===== config.mk =====
export PLATFORM = sky130hd
export DESIGN_NAME = cmp_output_irq
export DESIGN_NICKNAME = d
export VERILOG_FILES = /design/src/shared/cmp_pkg.sv /design/src/rtl/cmp_output_irq.sv
export SDC_FILE = /design/constraint.sdc
export NUM_CORES = 1
export LEC_CHECK = 0
export ABC_AREA = 1
export BUFFER_PORTS_ARGS = -buffer_cell sky130_fd_sc_hd__buf_2
export CAP_MARGIN = 0
export CELL_PAD_IN_SITES_DETAIL_PLACEMENT = 0
export CELL_PAD_IN_SITES_GLOBAL_PLACEMENT = 2
export CORE_MARGIN = 3
export CORE_UTILIZATION = 31
export CTS_CLUSTER_DIAMETER = 40
export DETAILED_ROUTE_END_ITERATION = 8
export HOLD_SLACK_MARGIN = 0.05
export PLACE_DENSITY = 0.81
export SYNTH_ARGS = -nofsm -noshare
export SYNTH_HDL_FRONTEND = slang
export SYNTH_SLANG_ARGS = --single-unit

===== constraint.sdc =====
create_clock -name clk_i -period 2.09 [get_ports clk_i]
set_clock_uncertainty 0.05 [all_clocks]
set_input_delay 0.418 -clock clk_i [delete_from_list [all_inputs] [get_ports clk_i]]
set_output_delay 0.418 -clock clk_i [all_outputs]
set_load 0.01 [all_outputs]

===== src/shared/cmp_pkg.sv =====
// constants for the comparator output, change-flag and reference control block
package cmp_pkg;

  // ************************************************************
  // register offsets on the plain register port
  // ************************************************************
  localparam logic [7:0] ADDR_IRQ_CTRL = 8'h0B; // global and peripheral enables
  localparam logic [7:0] ADDR_FLAG = 8'h0D; // peripheral_flag_reg_b
  localparam logic [7:0] ADDR_DIR = 8'h85; // pin_direction_bits
  localparam logic [7:0] ADDR_IE = 8'h8D; // peripheral_enable_reg_b
  localparam logic [7:0] ADDR_AUX = 8'h97; // cmp_aux_config_reg
  localparam logic [7:0] ADDR_CTRL = 8'h9C; // cmp_control_reg
  localparam logic [7:0] ADDR_VREF = 8'h9D; // vref_control_reg

  // ************************************************************
  // field positions
  // ************************************************************
  localparam int GIE_BIT = 7;
  localparam int PERIPHERAL_IRQ_ENABLE_BIT = 6;
  localparam int CHG2_BIT = 6; // flag and enable of comparator 2
  localparam int CHG1_BIT = 5; // flag and enable of comparator 1
  localparam int RES2_BIT = 7; // cmp_result_bit of comparator 2
  localparam int RES1_BIT = 6;
  localparam int INV2_BIT = 5;
  localparam int INV1_BIT = 4;
  localparam int CIS_BIT = 3;
  localparam int MODE_MSB = 2;
  localparam int GSS_BIT = 1;
  localparam int SYNC_BIT = 0;
  localparam int DIR1_BIT = 4; // direction bit of cmp1_out_pin
  localparam int DIR2_BIT = 5; // direction bit of cmp2_out_pin
  localparam int VREF_POWER_ENABLE_BIT = 7;
  localparam int VRR_BIT = 5;
  localparam int CODE_MSB = 3;

  // ************************************************************
  // reset values and codes
  // ************************************************************
  localparam logic [2:0] MODE_RESET = 3'h0; // comparator reset mode
  localparam logic [2:0] MODE_PIN_OUT = 3'h6; // mode that routes results to pins
  localparam logic GSS_RESET = 1'h1;
  localparam logic SYNC_RESET = 1'h0;
  localparam logic [7:0] DIR_RESET = 8'hFF; // all pins input
  localparam logic [3:0] CODE_ZERO = 4'h0;

  // ladder level in units of supply / 96
  localparam logic [6:0] LOW_RANGE_STEP = 7'h04; // 1/24 = 4/96
  localparam logic [6:0] HIGH_RANGE_BASE = 7'h18; // 1/4 = 24/96
  localparam logic [6:0] HIGH_RANGE_STEP = 7'h03; // 1/32 = 3/96

endpackage : cmp_pkg


===== src/rtl/cmp_output_irq.sv =====
// comparator output status, timer gate select, change flags and reference control
`timescale 1ns/1ps
// ************************************************************
// Behaviour
// - gate select bit picks pin or comparator 2
// - result status bits are read only
// - pin mode routes comparator results to pins
// - direction bits still enable those pin drivers
// - per comparator polarity invert bit
// - sync bit latches comparator 2 on falling edge
// - latch uses prescaled timer clock
// - latch falling edge, timer counts rising edge
// - flag sets on comparator output change
// - software writes 0 clears, 1 sets flag
// - interrupt needs three enables; flags always set
// - control register access captures new reference
// - persisting mismatch keeps setting the flag
// - change during control read still sets the flag
// - reference offers 32 levels in two ranges
// - low range code/24, high quarter plus code/32
// - disabled with code zero ties reference low
// - reset forces mode 000 and reference off
// - comparators run and wake in sleep
// ************************************************************
module cmp_output_irq (
  // clock and reset
  input wire logic clk_i,
  input wire logic resetn_i,
  // register port
  input wire logic [7:0] addr_i,
  input wire logic [7:0] wdata_i,
  input wire logic wr_i,
  input wire logic rd_i,
  output logic [7:0] rdata_o,
  // analog comparator results and pins, asynchronous
  input wire logic [1:0] cmp_raw_i,
  input wire logic external_gate_pin_i,
  // gated timer neighbour: clock after its prescaler
  input wire logic timer_clk_i,
  output logic timer_gate_o,
  // port pins shared with the comparator results
  input wire logic [1:0] port_data_i,
  output logic cmp1_out_pin_o,
  output logic cmp1_out_pin_oe_o,
  output logic cmp2_out_pin_o,
  output logic cmp2_out_pin_oe_o,
  // interrupt and wake
  output logic irq_o,
  output logic wake_o,
  // reference ladder control
  output logic vref_power_enable_o,
  output logic vref_ground_o,
  output logic [6:0] internal_reference_level_o,
  // comparator configuration towards the analog side
  output logic [2:0] cmp_mode_field_o
);

  // ************************************************************
  // state
  // ************************************************************
  typedef struct packed {
    logic [1:0] cmp_s1; // comparator synchroniser stages
    logic [1:0] cmp_s2;
    logic [1:0] cmp_s3;
    logic [1:0] cmp_lvl; // accepted comparator levels
    logic gate_s1; // gate pin synchroniser
    logic gate_s2;
    logic gate_s3;
    logic gate_lvl;
    logic tclk_s1; // timer clock synchroniser
    logic tclk_s2;
    logic tclk_s3;
    logic tclk_lvl;
    logic [2:0] mode; // cmp_mode_field
    logic cis;
    logic [1:0] inv; // polarity invert bits
    logic gss; // timer_gate_source_sel
    logic sync_en; // cmp2_sync_enable
    logic c2_latch; // comparator 2 captured on timer clock fall
    logic [1:0] ref_val; // outputs captured at last control access
    logic [1:0] flag; // cmp_change_flag
    logic [1:0] ie; // cmp_change_irq_enable
    logic peripheral_irq_enable;
    logic global_irq_enable;
    logic [7:0] dir; // pin_direction_bits, 1 = input
    logic vref_power_enable;
    logic vref_range_select;
    logic [3:0] code; // vref_level_code
    logic [7:0] rdata;
    logic gate;
    logic irq;
    logic wake;
    logic [1:0] pin;
    logic [1:0] pin_oe;
    logic [6:0] level;
    logic vgnd;
  } state_t;
  state_t q;
  state_t d;
  // ************************************************************
  // helpers
  // ************************************************************
  // a change counts only once the second and third stage agree
  function automatic logic agree(input logic s2, input logic s3, input logic lvl);
    agree = (s2 == s3) ? s3 : lvl;
  endfunction : agree
  // ladder level in units of supply / 96
  function automatic logic [6:0] ladder(input logic low_rng, input logic [3:0] c);
    logic [6:0] cw;
    cw = {3'h0, c};
    if (low_rng)
      ladder = 7'(cw * cmp_pkg::LOW_RANGE_STEP);
    else
      ladder = 7'(cmp_pkg::HIGH_RANGE_BASE + cw * cmp_pkg::HIGH_RANGE_STEP);
  endfunction : ladder
  // decoded accesses and derived values
  logic [1:0] cmp_out; // polarity-adjusted results
  logic [1:0] mismatch;
  logic ctrl_acc;
  logic tclk_fall;
  logic [1:0] flag_pend;

  always_comb
  begin
    cmp_out = q.cmp_lvl ^ q.inv;
    mismatch = cmp_out ^ q.ref_val;
    // reads and writes alike end the mismatch
    ctrl_acc = (wr_i | rd_i) && (addr_i == cmp_pkg::ADDR_CTRL);
    // falling edge of the prescaled timer clock, after agreement
    tclk_fall = q.tclk_lvl && !agree(q.tclk_s2, q.tclk_s3, q.tclk_lvl);
    flag_pend = q.flag & q.ie;
  end
  // ************************************************************
  // next state
  // ************************************************************
  always_comb
  begin
    d = q;
    // input synchronisers: first stage read only by the second
    d.cmp_s1 = cmp_raw_i;
    d.cmp_s2 = q.cmp_s1;
    d.cmp_s3 = q.cmp_s2;
    d.cmp_lvl[0] = agree(q.cmp_s2[0], q.cmp_s3[0], q.cmp_lvl[0]);
    d.cmp_lvl[1] = agree(q.cmp_s2[1], q.cmp_s3[1], q.cmp_lvl[1]);
    d.gate_s1 = external_gate_pin_i;
    d.gate_s2 = q.gate_s1;
    d.gate_s3 = q.gate_s2;
    d.gate_lvl = agree(q.gate_s2, q.gate_s3, q.gate_lvl);
    d.tclk_s1 = timer_clk_i;
    d.tclk_s2 = q.tclk_s1;
    d.tclk_s3 = q.tclk_s2;
    d.tclk_lvl = agree(q.tclk_s2, q.tclk_s3, q.tclk_lvl);
    // comparator 2 latch: the timer counts on the rising edge, so
    // sampling on the fall keeps the gate steady across each count
    if (tclk_fall)
      d.c2_latch = cmp_out[1];
    // register writes; result bits and unused aux bits take nothing
    if (wr_i)
    begin
      unique case (addr_i)
        cmp_pkg::ADDR_CTRL:
        begin
          d.inv = {wdata_i[cmp_pkg::INV2_BIT], wdata_i[cmp_pkg::INV1_BIT]};
          d.cis = wdata_i[cmp_pkg::CIS_BIT];
          d.mode = wdata_i[cmp_pkg::MODE_MSB:0];
        end
        cmp_pkg::ADDR_AUX:
        begin
          d.gss = wdata_i[cmp_pkg::GSS_BIT];
          d.sync_en = wdata_i[cmp_pkg::SYNC_BIT];
        end
        cmp_pkg::ADDR_FLAG:
          // zero clears and one sets, as software sees fit
          d.flag = {wdata_i[cmp_pkg::CHG2_BIT], wdata_i[cmp_pkg::CHG1_BIT]};
        cmp_pkg::ADDR_IE:
          d.ie = {wdata_i[cmp_pkg::CHG2_BIT], wdata_i[cmp_pkg::CHG1_BIT]};
        cmp_pkg::ADDR_IRQ_CTRL:
        begin
          d.global_irq_enable = wdata_i[cmp_pkg::GIE_BIT];
          d.peripheral_irq_enable = wdata_i[cmp_pkg::PERIPHERAL_IRQ_ENABLE_BIT];
        end
        cmp_pkg::ADDR_DIR:
          d.dir = wdata_i;
        cmp_pkg::ADDR_VREF:
        begin
          d.vref_power_enable = wdata_i[cmp_pkg::VREF_POWER_ENABLE_BIT];
          d.vref_range_select = wdata_i[cmp_pkg::VRR_BIT];
          d.code = wdata_i[cmp_pkg::CODE_MSB:0];
        end
        default:
          d.rdata = q.rdata; // unmapped writes are dropped
      endcase
    end
    // hardware set wins over a clear in the same cycle, and keeps
    // winning while the mismatch lasts, a control read included;
    // enables never gate the flag
    d.flag = d.flag | mismatch;
    // a control access takes the present results as the reference
    if (ctrl_acc)
      d.ref_val = cmp_out;
    // read data, one cycle after the strobe; zero otherwise
    d.rdata = 8'h00;
    if (rd_i)
    begin
      unique case (addr_i)
        cmp_pkg::ADDR_CTRL:
        begin
          d.rdata[cmp_pkg::RES2_BIT] = cmp_out[1];
          d.rdata[cmp_pkg::RES1_BIT] = cmp_out[0];
          d.rdata[cmp_pkg::INV2_BIT] = q.inv[1];
          d.rdata[cmp_pkg::INV1_BIT] = q.inv[0];
          d.rdata[cmp_pkg::CIS_BIT] = q.cis;
          d.rdata[cmp_pkg::MODE_MSB:0] = q.mode;
        end
        cmp_pkg::ADDR_AUX:
        begin
          d.rdata[cmp_pkg::GSS_BIT] = q.gss;
          d.rdata[cmp_pkg::SYNC_BIT] = q.sync_en;
        end
        cmp_pkg::ADDR_FLAG:
        begin
          d.rdata[cmp_pkg::CHG2_BIT] = q.flag[1];
          d.rdata[cmp_pkg::CHG1_BIT] = q.flag[0];
        end
        cmp_pkg::ADDR_IE:
        begin
          d.rdata[cmp_pkg::CHG2_BIT] = q.ie[1];
          d.rdata[cmp_pkg::CHG1_BIT] = q.ie[0];
        end
        cmp_pkg::ADDR_IRQ_CTRL:
        begin
          d.rdata[cmp_pkg::GIE_BIT] = q.global_irq_enable;
          d.rdata[cmp_pkg::PERIPHERAL_IRQ_ENABLE_BIT] = q.peripheral_irq_enable;
        end
        cmp_pkg::ADDR_DIR:
          d.rdata = q.dir;
        cmp_pkg::ADDR_VREF:
        begin
          d.rdata[cmp_pkg::VREF_POWER_ENABLE_BIT] = q.vref_power_enable;
          d.rdata[cmp_pkg::VRR_BIT] = q.vref_range_select;
          d.rdata[cmp_pkg::CODE_MSB:0] = q.code;
        end
        default:
          d.rdata = 8'h00; // unmapped reads answer zero
      endcase
    end
    // timer gate: pin, or comparator 2 latched or passed straight
    if (q.gss)
      d.gate = q.gate_lvl;
    else if (q.sync_en)
      d.gate = q.c2_latch;
    else
      d.gate = cmp_out[1];
    // interrupt needs all three enables; wake ignores the global one
    d.irq = (|flag_pend) && q.peripheral_irq_enable && q.global_irq_enable;
    d.wake = (|flag_pend) && q.peripheral_irq_enable;
    // pins carry the results in pin mode, port data otherwise;
    // the result path takes one register of the raw input, no synchroniser,
    // so a pin may show a metastable settle like the analog output itself
    if (q.mode == cmp_pkg::MODE_PIN_OUT)
      d.pin = cmp_raw_i ^ q.inv;
    else
      d.pin = port_data_i;
    d.pin_oe = ~{q.dir[cmp_pkg::DIR2_BIT], q.dir[cmp_pkg::DIR1_BIT]};
    // reference ladder; off with code zero means tied to ground
    d.vgnd = !q.vref_power_enable && (q.code == cmp_pkg::CODE_ZERO);
    if (q.vref_power_enable)
      d.level = ladder(q.vref_range_select, q.code);
    else
      d.level = 7'h00;
  end
  // ************************************************************
  // registers
  // ************************************************************
  // synchronous reset; sleep leaves everything running and untouched
  always_ff @(posedge clk_i)
  begin
    if (!resetn_i)
    begin
      q <= '0;
      q.mode <= cmp_pkg::MODE_RESET;
      q.vref_power_enable <= 1'b0;
      q.gss <= cmp_pkg::GSS_RESET;
      q.sync_en <= cmp_pkg::SYNC_RESET;
      q.dir <= cmp_pkg::DIR_RESET;
      q.vgnd <= 1'b1;
    end
    else
      q <= d;
  end
  // outputs straight from the state
  assign rdata_o = q.rdata;
  assign timer_gate_o = q.gate;
  assign cmp1_out_pin_o = q.pin[0];
  assign cmp2_out_pin_o = q.pin[1];
  assign cmp1_out_pin_oe_o = q.pin_oe[0];
  assign cmp2_out_pin_oe_o = q.pin_oe[1];
  assign irq_o = q.irq;
  assign wake_o = q.wake;
  assign vref_power_enable_o = q.vref_power_enable;
  assign vref_ground_o = q.vgnd;
  assign internal_reference_level_o = q.level;
  assign cmp_mode_field_o = q.mode;
  // ************************************************************
  // assertions
  // ************************************************************
  property p_gate_pin;
    @(posedge clk_i) disable iff (!resetn_i)
    q.gss |=> timer_gate_o == $past(q.gate_lvl);
  endproperty
  a_gate_pin: assert property (p_gate_pin) else $error("gate not from pin");
  property p_result_read;
    @(posedge clk_i) disable iff (!resetn_i)
    (rd_i && addr_i == cmp_pkg::ADDR_CTRL) |=> rdata_o[7:6] == $past(cmp_out);
  endproperty
  a_result_read: assert property (p_result_read) else $error("result bits wrong");
  property p_pin_route;
    @(posedge clk_i) disable iff (!resetn_i)
    (q.mode == cmp_pkg::MODE_PIN_OUT) |=> cmp2_out_pin_o == $past(cmp_raw_i[1] ^ q.inv[1]);
  endproperty
  a_pin_route: assert property (p_pin_route) else $error("pin not routed");
  property p_pin_oe;
    @(posedge clk_i) disable iff (!resetn_i)
    ##1 cmp1_out_pin_oe_o == !$past(q.dir[cmp_pkg::DIR1_BIT]);
  endproperty
  a_pin_oe: assert property (p_pin_oe) else $error("pin enable wrong");
  property p_latch_hold;
    @(posedge clk_i) disable iff (!resetn_i)
    !tclk_fall |=> $stable(q.c2_latch);
  endproperty
  a_latch_hold: assert property (p_latch_hold) else $error("latch moved off edge");
  property p_flag_set;
    @(posedge clk_i) disable iff (!resetn_i)
    mismatch[0] |=> q.flag[0];
  endproperty
  a_flag_set: assert property (p_flag_set) else $error("change flag missed");
  property p_soft_set;
    @(posedge clk_i) disable iff (!resetn_i)
    (wr_i && addr_i == cmp_pkg::ADDR_FLAG && wdata_i[cmp_pkg::CHG2_BIT]) |=> q.flag[1];
  endproperty
  a_soft_set: assert property (p_soft_set) else $error("soft set lost");
  property p_irq_gate;
    @(posedge clk_i) disable iff (!resetn_i)
    irq_o |-> $past(q.global_irq_enable) && $past(q.peripheral_irq_enable);
  endproperty
  a_irq_gate: assert property (p_irq_gate) else $error("irq without enables");
  property p_ref_capture;
    @(posedge clk_i) disable iff (!resetn_i)
    ctrl_acc |=> q.ref_val == $past(cmp_out) ##1 1'b1;
  endproperty
  a_ref_capture: assert property (p_ref_capture) else $error("reference not taken");
  property p_vref_ground;
    @(posedge clk_i) disable iff (!resetn_i)
    (!q.vref_power_enable && q.code == cmp_pkg::CODE_ZERO) |=>
      vref_ground_o && internal_reference_level_o == 7'h00;
  endproperty
  a_vref_ground: assert property (p_vref_ground) else $error("reference not grounded");
  property p_reset_state;
    @(posedge clk_i)
    !resetn_i |=> cmp_mode_field_o == cmp_pkg::MODE_RESET && !vref_power_enable_o;
  endproperty
  a_reset_state: assert property (p_reset_state) else $error("reset state wrong");
endmodule : cmp_output_irq


==> metrics.md <==
| Metric | Value |
|---|---|
| Status | finished clean |
| Arr. time, crit path | 2.03 ns |
| HP Class | primary input to register |
| Post-synth cell types | 27 |
| Reg-to-Reg Start | q[24]$_SDFFE_PN0P_ |
| Clock Sinks | 70 |
| Flop-to-flop setup slack | 0.25 ns |
| Warnings from Yosys | 0 |
| Final Slew Violations | 0 |
| Fin nets | 495 |
| Initial Util | 32.7% |
| DR vias/cell | 4.40 |
| Max incr delay on CP | 0.44 ns |
| Final hold vios | 0 |
| Final ANT Viol Nets | 0 |
| Required @ worst endpoint | 2.28 ns |
| Share of layout cells above drive strength 1 | 17.3% |
| Final Cell Area | 0.00355 mm² |
| Worst setup EP type | register |
| CP Launch Type | register |
| Setup Fix Bufs, Post-CTS | 0 |
| Skew-Pair Late Insertion Delay | 0.33 ns |
| Tmin final | 1.84 ns |
| Initial antenna violation count | 0 |
| Power per cell area | 681 mW/mm² |
| Largest net degree at the start of global routing | 25 |
| Row count | 35 |
| Die W | 106 µm |
| Post-detail-place hpwl | 5520 µm |
| Worst R2R Path Depth | 7 |
| I/O Pins | 53 |
| Die height | 106 µm |
| Clock Root Buffer | clkbuf_8 |
| GRT Total Usage | 14.0% |
| WL/cell | 12.6 µm |
| Most frequent cells in the layout | 86 x nand2_1, 70 x dfxtp_1, 59 x inv_1, 58 x nor2_1, 52 x buf_2 |
| Net Sw Frac | 23.0% |
| Max FO, Critical Path | 6 |
| Die area | 0.0113 mm² |
| CTS tree | done |
| Placer congestion estimate | 0.818 |
| Post-Place Worst Slack | 0.260 ns |
| Tot Pwr | 2.41 mW |
| Peak VDD IR | 0.337 mV |
| Logic gate share of total power | 5.0% |
| Cells after Synth | 420 |
| First-pass DRT Iterations | 7 |
| Setup slack after layout | 0.250 ns |
| Slew at the pin closest to its max-slew limit | 0.496 ns |
| Setup crit start | q[24]$_SDFFE_PN0P_ |
| Post-CTS Hold Buffers | 0 |
| # diodes | 0 |
| Sequential area share after synthesis | 45.0% |
| PortBufs | 52 |
| WL final | 7480 µm |
| Yosys top cell area share | 45.0% |
| Tcrit/Tclk final | 88.0% |
| Slew headroom | 66.8% |
| Max cap viols | 0 |
| RSZ-0062 raised after global routing | false |
| Largest buffer count on any clock path | 2 |
| Number of setup violations in the final report | 0 |
| Switching power | 556 µW |
| Mean Syn Cell Area | 7.41 µm² |
| Worst R2R End | internal_reference_level_o[5]$_SDFF_PN0_ |
| TritonCTS buffer count | 9 |
| Commonest non-fill, non-tap cell in the layout | nand2_1 |
| Area of placed instances | 0.00338 mm² |
| Clk pin slew, worst setup/hold paths | 0.07 ns |
| Core Region | 0.00950 mm² |
| Vias | 2601 |
| Setup TNS | 0 ns |
| Crit-path cells | ha_1, inv_1, fa_1, o31ai_1, nand3_1, nand2_1, nor2_1 |
| Crit path to | internal_reference_level_o[5]$_SDFF_PN0_ |
| Area growth syn-to-layout | 14.0% |
| Overflow after GRT | 0 |
| Internal Power | 1.86 mW |
| Post_cts resized | 0 |
| Detailed Route Iter0 Violations | 137 |
| Synth top area cells | dfxtp_1 45%, nand2_1 10%, inv_1 7.1%, nor2_1 7.0%, nand3_1 6.3% |
| Worst hold slack | 0.209 ns |
| DRC Markers | 0 |
| Post-synth net total | 455 |
| First-pass GRT wire length | 12400 µm |
| Fmax | 544 MHz |
| Post-Syn Area | 0.00311 mm² |
| Number of synthesized register bits | 70 |
| H-tree depth | 3 |
| Leading area contributor after synthesis | dfxtp_1 |
| Clock power frac | 39.0% |
| Slowest cell on the critical path | fa_1 |
| Critical path class | register to register |
| Sequential share of power | 56.0% |
| Pleak | 1.81 nW |
| Number of global-route vias before repair | 2435 |
[worst min path at each step]
stage / slack [ns] / cells after the start / startpoint / to
6_report: 0.21 / 3 / external_gate_pin_i / d[60]$_SDFF_PN0_
5_1_grt: 0.20 / 3 / external_gate_pin_i / d[60]$_SDFF_PN0_
4_1_cts: 0.20 / 3 / external_gate_pin_i / d[60]$_SDFF_PN0_
3_5_place_dp: 0.35 / 2 / d[60]$_SDFF_PN0_ / d[59]$_SDFF_PN0_
3_3_place_gp: 0.34 / 2 / d[67]$_SDFF_PN0_ / d[65]$_SDFF_PN0_
2_1_floorplan: 0.34 / 2 / d[56]$_SDFF_PN0_ / d[55]$_SDFF_PN0_
[power groups by stage]
stage / clock network, mW / logic (mW) / registers, mW
floorplan: 0 / 0.0596 / 1.38
global placement: 0 / 0.121 / 1.38
detailed placement: 0 / 0.122 / 1.38
CTS: 0.980 / 0.122 / 1.35
global route: 1.04 / 0.135 / 1.35
finish: 0.942 / 0.120 / 1.35
[metrics by stage]
stage / instances / utilization [%]
4_1_cts: 591 / 37.3
5_1_grt: 591 / 37.3
6_report: 591 / 37.3
2_1_floorplan: 420 / -
3_3_place_gp: 578 / 35.6
3_5_place_dp: 578 / 35.6
[flip-flops by register name (all words and copies together) (netlist names), 3 cells and up]
register and flops:
cmp_mode_field_o 3, d 8, internal_reference_level_o 7, q 35, rdata_o 8
[metal layers]
layer	part of all wire (%)	track usage, %	up-vias
li1	-	-	1371
met5	0	0	-
met4	1.9	7.22	0
met1	50	19.0	1152
met2	43	20.5	65
met3	4.8	3.52	13
[synthesized netlist by cell type]
| master | number |
|---|---|
| a211oi_1 | 2 |
| a21oi_1 | 17 |
| and2_1 | 1 |
| buf_2 | 2 |
| buf_4 | 20 |
| buf_6 | 1 |
| clkbuf_1 | 6 |
| dfxtp_1 | 70 |
| fa_1 | 2 |
| ha_1 | 7 |
| inv_1 | 59 |
| nand2_1 | 86 |
| nand2_2 | 2 |
| nand3_1 | 39 |
| nand3_2 | 1 |
| nand4_1 | 3 |
| nor2_1 | 58 |
| nor2_2 | 3 |
| nor2_4 | 2 |
| nor3_1 | 1 |
| nor3_4 | 1 |
| nor4_1 | 1 |
| o211ai_1 | 4 |
| o21ai_0 | 25 |
| o31ai_1 | 1 |
| xnor2_1 | 3 |
| xor2_1 | 3 |
[worst max-delay path: cells and delay by family (launching register included)]
| kind | cells | cell delay (ns) |
|---|---|---|
| adder cells (fa/ha/maj) | 2 | 0.64 |
| flip-flops | 1 | 0.43 |
| AO/OA/AOI/OAI | 1 | 0.32 |
| AND/OR/NAND/NOR | 3 | 0.23 |
| buffers and inverters | 1 | 0.08 |
[area by class of cell]
class / count / area (µm²)
flip-flops and latches: 70 / 1400
well taps: 129 / 161
clock inverters: 2 / 10.0
inverters: 59 / 221
multi-input cells: 262 / 1290
clock buffers: 11 / 151
repair buffers: 58 / 305
fillers: 1042 / 5960
[kinds of logic (layout without fill, tap and decap cells)]
kind of cell / Yosys count / count (layout) / synth area share [%]
AOI/OAI and AO/OA: 49 / 49 / 8.44
xor gates and xnor gates: 6 / 6 / 1.69
adders and majority gates: 9 / 9 / 4.10
DFF: 70 / 70 / 45.0
buffers and inverters: 88 / 130 / 13.3
and+or+nand+nor: 198 / 198 / 27.4
(Power assumes the default switching activity.)
